[config.mk]
export PLATFORM = sky130hd
export DESIGN_NAME = flash_cmd_host
export DESIGN_NICKNAME = d
export VERILOG_FILES = /design/src/flash_host_pkg.sv /design/src/flash_cmd_host.sv /design/src/sync2.sv
export SDC_FILE = /design/constraint.sdc
export NUM_CORES = 1
export LEC_CHECK = 0
export BUFFER_PORTS_ARGS = -buffer_cell sky130_fd_sc_hd__buf_2
export CAP_MARGIN = 5
export CORE_ASPECT_RATIO = 0.8
export CORE_MARGIN = 2
export CORE_UTILIZATION = 30
export CTS_BUF_LIST = sky130_fd_sc_hd__clkbuf_8
export DETAILED_ROUTE_END_ITERATION = 8
export GPL_ROUTABILITY_DRIVEN = 0
export GPL_TIMING_DRIVEN = 1
export PLACE_DENSITY_LB_ADDON = 0.08
export SYNTH_ARGS = -nofsm -noshare
export SYNTH_HDL_FRONTEND = slang
export SYNTH_HIERARCHICAL = 1
export SYNTH_SLANG_ARGS = --single-unit
[constraint.sdc]
create_clock -name clk -period 2.5 [get_ports clk]
set_clock_uncertainty 0.2 [all_clocks]
set_input_delay 0.5 -clock clk [delete_from_list [all_inputs] [get_ports clk]]
set_output_delay 0.5 -clock clk [all_outputs]
set_load 0.005 [all_outputs]
[src/flash_host_pkg.sv]
// Package: pin bundles, request/answer types and timing constants for the flash host
`default_nettype none
package flash_host_pkg;

    localparam int ADDR_W      = 15;
    localparam int DATA_W      = 8;
    localparam int CLK_MHZ     = 20;
    localparam int SYNC_STAGES = 2;

    // Least write strobe low time and read access time, in ns
    localparam int T_WP_NS  = 100;
    localparam int T_ACC_NS = 200;
    // Least settling time of the programming supply after switch-on, in ns
    localparam int T_VPP_NS = 1000;

    // Least times round up to whole cycles
    localparam int WP_CYC  = (T_WP_NS * CLK_MHZ + 999) / 1000;
    localparam int ACC_CYC = (T_ACC_NS * CLK_MHZ + 999) / 1000;
    localparam int VPP_CYC = (T_VPP_NS * CLK_MHZ + 999) / 1000;
    localparam int RD_CYC  = ACC_CYC + SYNC_STAGES;

    // Bit of the data lines that carries the polled status
    localparam int POLL_BIT = 7;

    typedef enum logic [1:0] {
        OP_READ,
        OP_PROG,
        OP_ERASE
    } op_t;

    typedef struct packed {
        op_t                 op;
        logic [ADDR_W-1:0]   addr;
        logic [DATA_W-1:0]   data;
    } req_t;

    typedef struct packed {
        logic                done;
        logic                fail;
        logic [DATA_W-1:0]   rdata;
    } resp_t;

    typedef struct packed {
        logic                ce_n;
        logic                oe_n;
        logic                we_n;
        logic [ADDR_W-1:0]   address_lines;
        logic [DATA_W-1:0]   data_lines_out;
        logic                data_lines_oe;
        logic                vpp_en;
    } pin_out_t;

    // Pins after reset: every strobe high, bus released, no programming supply
    localparam pin_out_t PIN_IDLE = '{ce_n: 1'b1, oe_n: 1'b1, we_n: 1'b1,
                                      address_lines: '0, data_lines_out: '0,
                                      data_lines_oe: 1'b0, vpp_en: 1'b0};
    localparam resp_t    RESP_IDLE = '{done: 1'b0, fail: 1'b0, rdata: '0};

endpackage : flash_host_pkg
`default_nettype wire

[src/flash_cmd_host.sv]
// Host controller that reads, programs and bulk-erases a byte-wide flash over its pins
`default_nettype none

// What this block does
// - Erase and program each need a setup write then the operation write.
// - Host keeps strobes non-writing from the third clock edge after logic supply falls below the lockout threshold.
// - Host starts a write with chip select and write strobe low, output enable high.
// - Host keeps output enable high during command writes; it drives it low for each read and status poll.
module flash_cmd_host
    import flash_host_pkg::*;
#(
    parameter logic [DATA_W-1:0] CMD_PROG_SETUP  = 8'h01,
    parameter logic [DATA_W-1:0] CMD_ERASE_SETUP = 8'h02,
    parameter logic [DATA_W-1:0] CMD_ERASE       = 8'h03,
    parameter logic [23:0]       POLL_LIMIT      = 24'hFFFFFF
) (
    input  wire logic                            clk,
    input  wire logic                            arst_n,
    input  wire logic                            req_valid,
    output logic                                 req_ready,
    input  wire flash_host_pkg::req_t            req,
    output flash_host_pkg::resp_t                resp,
    output flash_host_pkg::pin_out_t             pins,
    input  wire logic [flash_host_pkg::DATA_W-1:0] data_lines_in,
    input  wire logic                            supply_ok
);
    import flash_host_pkg::*;

    typedef enum logic [2:0] {
        ST_IDLE,
        ST_VPP,
        ST_WR,
        ST_RD,
        ST_CHK,
        ST_FIN
    } state_t;

    typedef struct packed {
        state_t            st;
        logic [7:0]        cnt;
        logic              wr_idx;
        op_t               op;
        logic [ADDR_W-1:0] addr;
        logic [DATA_W-1:0] wdata;
        logic [23:0]       polls;
        logic              fail;
        pin_out_t          pin;
        resp_t             rsp;
    } host_t;

    localparam host_t HOST_RESET = '{st: ST_IDLE, cnt: '0, wr_idx: 1'b0, op: OP_READ,
                                     addr: '0, wdata: '0, polls: '0, fail: 1'b0,
                                     pin: PIN_IDLE, rsp: RESP_IDLE};

    host_t             s_ff;
    host_t             nxt_s;
    logic [DATA_W-1:0] dq_sync;
    logic              supply_sync;

    // Pins from the device side pass two flip-flops before use
    sync2 #(
        .W (DATA_W + 1)
    ) u_sync (
        .clk    (clk),
        .arst_n (arst_n),
        .d      ({supply_ok, data_lines_in}),
        .q      ({supply_sync, dq_sync})
    );

    // Byte driven on the first or second write of a command pair
    function automatic logic [DATA_W-1:0] cmd_byte(input op_t op, input logic second,
                                                   input logic [DATA_W-1:0] data);
        if (op == OP_ERASE) begin
            cmd_byte = second ? CMD_ERASE : CMD_ERASE_SETUP;
        end else begin
            cmd_byte = second ? data : CMD_PROG_SETUP;
        end
    endfunction : cmd_byte

    // Status bit matches the target once the internal sequence has finished
    function automatic logic poll_done(input op_t op, input logic [DATA_W-1:0] wdata,
                                       input logic [DATA_W-1:0] rdata);
        if (op == OP_ERASE) begin
            poll_done = rdata[POLL_BIT];
        end else begin
            poll_done = (rdata[POLL_BIT] == wdata[POLL_BIT]);
        end
    endfunction : poll_done

    // Accept a request only when idle and the logic supply is good
    assign req_ready = (s_ff.st == ST_IDLE) && supply_sync;

    // Next-state logic for the whole controller
    always_comb begin
        nxt_s          = s_ff;
        nxt_s.rsp.done = 1'b0;
        nxt_s.rsp.fail = 1'b0;
        unique case (s_ff.st)
            ST_IDLE: begin
                if (req_valid && req_ready) begin
                    nxt_s.op     = req.op;
                    nxt_s.addr   = req.addr;
                    nxt_s.wdata  = req.data;
                    nxt_s.cnt    = '0;
                    nxt_s.polls  = '0;
                    nxt_s.wr_idx = 1'b0;
                    nxt_s.fail   = 1'b0;
                    if (req.op == OP_READ) begin
                        nxt_s.st = ST_RD;
                    end else begin
                        nxt_s.pin.vpp_en = 1'b1;
                        nxt_s.st         = ST_VPP;
                    end
                end
            end
            ST_VPP: begin
                // Let the programming supply settle before any command write
                if (s_ff.cnt == 8'(VPP_CYC - 1)) begin
                    nxt_s.cnt = '0;
                    nxt_s.st  = ST_WR;
                end else begin
                    nxt_s.cnt = s_ff.cnt + 8'h01;
                end
            end
            ST_WR: begin
                // One write cycle: select, strobe low for WP_CYC, strobe high, deselect
                nxt_s.cnt = s_ff.cnt + 8'h01;
                if (s_ff.cnt == 8'h00) begin
                    nxt_s.pin.ce_n           = 1'b0;
                    nxt_s.pin.oe_n           = 1'b1;
                    nxt_s.pin.address_lines  = s_ff.addr;
                    nxt_s.pin.data_lines_out = cmd_byte(s_ff.op, s_ff.wr_idx, s_ff.wdata);
                    nxt_s.pin.data_lines_oe  = 1'b1;
                end else if (s_ff.cnt == 8'h01) begin
                    nxt_s.pin.we_n = 1'b0;
                end else if (s_ff.cnt == 8'(WP_CYC + 1)) begin
                    nxt_s.pin.we_n = 1'b1;
                end else if (s_ff.cnt == 8'(WP_CYC + 2)) begin
                    nxt_s.pin.ce_n = 1'b1;
                end else if (s_ff.cnt == 8'(WP_CYC + 3)) begin
                    // Data held past the strobe edge, then the bus is released
                    nxt_s.pin.data_lines_oe = 1'b0;
                    nxt_s.cnt               = '0;
                    if (!s_ff.wr_idx) begin
                        nxt_s.wr_idx = 1'b1;
                    end else begin
                        nxt_s.st = ST_RD;
                    end
                end
            end
            ST_RD: begin
                // Read cycle; data sampled after access time plus synchroniser delay
                nxt_s.cnt = s_ff.cnt + 8'h01;
                if (s_ff.cnt == 8'h00) begin
                    nxt_s.pin.address_lines = s_ff.addr;
                    nxt_s.pin.ce_n          = 1'b0;
                    nxt_s.pin.oe_n          = 1'b0;
                end else if (s_ff.cnt == 8'(RD_CYC)) begin
                    nxt_s.rsp.rdata = dq_sync;
                    nxt_s.pin.ce_n  = 1'b1;
                    nxt_s.pin.oe_n  = 1'b1;
                    nxt_s.cnt       = '0;
                    nxt_s.st        = ST_CHK;
                end
            end
            ST_CHK: begin
                // Poll the status bit until the internal sequence ends or time runs out
                if (s_ff.op == OP_READ) begin
                    nxt_s.st = ST_FIN;
                end else if (poll_done(s_ff.op, s_ff.wdata, s_ff.rsp.rdata)) begin
                    nxt_s.st = ST_FIN;
                end else if (s_ff.polls == POLL_LIMIT) begin
                    nxt_s.fail = 1'b1;
                    nxt_s.st   = ST_FIN;
                end else begin
                    nxt_s.polls = s_ff.polls + 24'h000001;
                    nxt_s.st    = ST_RD;
                end
            end
            ST_FIN: begin
                nxt_s.pin.vpp_en = 1'b0;
                nxt_s.rsp.done   = 1'b1;
                nxt_s.rsp.fail   = s_ff.fail;
                nxt_s.st         = ST_IDLE;
            end
        endcase
        // Logic supply below lockout: strobes parked, supply off, operation aborted
        if (!supply_sync) begin
            nxt_s.pin = PIN_IDLE;
            nxt_s.cnt = '0;
            if (s_ff.st != ST_IDLE) begin
                nxt_s.rsp.done = 1'b1;
                nxt_s.rsp.fail = 1'b1;
                nxt_s.st       = ST_IDLE;
            end
        end
    end

    // State register; reset parks every strobe high
    always_ff @(posedge clk or negedge arst_n) begin
        if (!arst_n) begin
            s_ff <= HOST_RESET;
        end else begin
            s_ff <= nxt_s;
        end
    end

    assign pins = s_ff.pin;
    assign resp = s_ff.rsp;

endmodule : flash_cmd_host
`default_nettype wire

[src/sync2.sv]
// Two flip-flop synchroniser for a group of asynchronous levels
`default_nettype none
module sync2 #(
    parameter int W = 1
) (
    input  wire logic         clk,
    input  wire logic         arst_n,
    input  wire logic [W-1:0] d,
    output logic      [W-1:0] q
);
    logic [W-1:0] meta_ff;

    // First stage feeds only the second stage
    always_ff @(posedge clk or negedge arst_n) begin
        if (!arst_n) begin
            meta_ff <= '0;
            q       <= '0;
        end else begin
            meta_ff <= d;
            q       <= meta_ff;
        end
    end
endmodule : sync2
`default_nettype wire

==> metrics.yaml <==
outcome: "completed"
synth-edff-count: 0
crit_fanout: 40
finalSetupViolCount: 0
syn_to_final_growth_pct: 19.7
core.rowCount: 44
post_dp_cell_area_um2: 5980
drc: 0
grt.overflow.total: 0
antenna_found_initial: 2
syn_nets: 614
cp-startpoint: "s_ff[97]$_DFF_PN0_"
crit_arrival_ps: 2570
port_buffers: 75
hold_violations: 0
wl_per_cell_um: 15.0
dieHeight_um: 125
clk_pin_slew_ps: 80
finalNonFillerCells: 876
initial_core_util_pct: 30.4
n_fill_cell: 1875
yosysSeqAreaShare_pct: 53.8
start_kind: "flip-flop"
die_area_um2: 19400
cp.depth: 6
grt_use_total_pct: 14.5
grt_pass1_vias: 4300
slew_viol_final: 0
setup_tns_ps: 0
synth.avg_cell_area_um2: 9.62
fmax_mhz: 414
setup_ws_ps: 86.3
max_stage_delay_ps: 550
powerDensity_nw_per_um2: 914
ys_seq_elements: 118
clockRootBuffer: "clkbuf_8"
min_period_ps: 2410
core_um2: 18100
worstMarginPinSlew_ps: 477
timing.rr.start: "s_ff[97]$_DFF_PN0_"
ys_warn_count: 6
diodes: 0
max_slew_margin_pct: 67.9
syn_area_um2: 5500
clk_latency_ps: 440
layout-drive-gt1-share_pct: 24.1
critical_path_buf_inv_count: 1
final_area_um2: 6580
hpwl_um: 8710
grt_setup_unrepaired: "true"
nets: 677
ir_worst_vdd_uv: 314
cpLargestDelayFamily: "simple AND/OR/NAND/NOR gates"
crit_end: "s_ff[59]$_DFFE_PN0P_"
worstHoldStart: "req[15]"
first_pass_iters: 4
dp_slack_ps: 67.4
holdCritPathClass: "input pin to flip-flop"
path_cells: "or4b_4 -> a2bb2oi_2 -> a21o_1 -> buf_12 -> or4_1 -> a21oi_1"
yosysUniqueCellTypes: 55
die_w_um: 155
ioPinCount: 76
synth-async-reset-ratio_pct: 100
cts.sinks: 118
numCtsBuffers: 17
grt_max_degree: 56
synth_top_area_share_pct: 52.4
period_share_pct: 96.5
maxCapViolCount: 0
required_ps: 2660
syn_inst: 571
ys.flop_type: "dfrtp_1"
grt_pass1_wl_um: 22300
crit_type: "flip-flop to flip-flop"
routed_wl_um: 13100
yosysTopAreaCell: "dfrtp_1"
r2r_setup_slack_ps: 90
cts_tree: "done"
endpoint_kind: "flip-flop"
dp_cells: 834
ant_nets: 0
multi_input_area_um2: 2110
h-tree-depth: 4
worst_hold_slack_ps: 40.6
drtIter0Drc: 211
leakagePower_nw: 3.03
synthTopCellsByArea: "dfrtp_1 (52%), nand2_1 (9.8%), buf_4 (5.7%)"
vias_per_cell: 4.88
worst-r2r-cell-count: 6
worstReg2RegEnd: "s_ff[59]$_DFFE_PN0P_"
vias: 4275
cp_slowest_cell: "or4b_4"
register_area_um2: 2960
clk_path_buf_depth: 2
## cell usage in the layout, fill, tap and decap left out, types with 5 or more instances in the layout
cell type	n
nand2_1	143
dfrtp_1	115
buf_2	74
a21oi_1	48
buf_4	24
o21ai_0	20
clkbuf_8	17
nand4_1	16
o31ai_1	14
or4_1	14
nand3_1	12
inv_1	10
nor2_1	10
dlygate4sd3_1	10
mux2_2	8
xor2_1	6
and2_1	5
and3_1	5
and4_1	5
nor3_1	5
or3_1	5
ha_1	5
bufinv_16	5
## layout make-up
type / count / share of cell area, %
Clock inverter: 14 / 3.41
Inverter: 10 / 0.571
Multi-Input combinational cell: 375 / 32.0
Timing Repair Buffer: 112 / 11.1
Clock buffer: 17 / 3.56
Tap cell: 230 / 4.38
Sequential cell: 118 / 45.0
## tightest hold or removal path, stage by stage
cell     delay, ps
buf_2           70
nand2_1         40
nand2_1         50
## how the worst min path moves through the flow
stage / to / slack (ps) / cells after the start
final: s_ff[78]$_DFFE_PN0P_ / 40 / 3
after global routing: s_ff[78]$_DFFE_PN0P_ / 8 / 3
after CTS: s_ff[78]$_DFFE_PN0P_ / 10 / 3
after detailed placement: u_sync/q[1]$_DFF_PN0_ / 130 / 0
after global placement: u_sync/q[0]$_DFF_PN0_ / 130 / 0
after floorplan: pins[0]$_DFFE_PN0P_ / 4 / 0
## sequential cells by signal (all words and copies together), names as in the netlist
| name | flops |
|---|---|
| s_ff | 62 |
| pins | 28 |
| resp | 10 |
| u_sync/meta_ff | 9 |
| u_sync/q | 9 |
## synthesized netlist by cell type, types with 4 or more instances
cell type and instances:
nand2_1 143, dfrtp_1 115, a21oi_1 49, buf_4 42
clkbuf_1 22, o21ai_0 20, nand4_1 16, o31ai_1 14
or4_1 14, nand3_1 12, inv_1 10, nor2_1 10
mux2_2 8, ha_1 6, nor3_1 6, xor2_1 6
and2_1 5, and3_1 5, and4_1 5, or3_1 5
nor2b_1 4, nor4_1 4
## repair_timing
item | 4_1_cts | 5_1_grt
hold endpoints to repair | 39 | 0
resized for setup | 0 | 6
hold buffers | 10 | 0
setup buffers | 0 | 1
setup endpoints to repair | 0 | 14
## stage by stage
step	power [mW]	util [%]
3_5_place_dp	3.98	33.1
2_1_floorplan	3.53	-
4_1_cts	6.06	36.2
5_1_grt	6.43	36.4
6_report	6.01	36.4
3_3_place_gp	3.96	33.1
## cells by family (layout without fill, tap and decap cells)
logic type	Yosys count	in the layout	share of synthesized area, %
DFF	118	118	53.8
and+or+nand+nor	244	244	21.4
muxes	11	11	2.19
xor gates and xnor gates	7	7	1.12
adders and majority gates	6	6	1.37
AOI/OAI and AO/OA	107	107	11.7
buffers and inverters	78	153	8.38
## where the power goes
group	switching [mW]	leakage (nW)	internal [mW]	total, mW
Combinational	0.900	1.26	0.595	1.50
Clock	0.838	0.227	1.19	2.03
Sequential	0.217	1.55	2.27	2.49
Total	1.95	3.03	4.06	6.01
## per-layer routing
layer	part of all wire [%]	GRT usage, %
met1	50	19.7
met2	44	22.0
met3	4.6	4.68
met4	1.1	4.53
met5	0.16	0
Power figures use the tool's default switching activity.
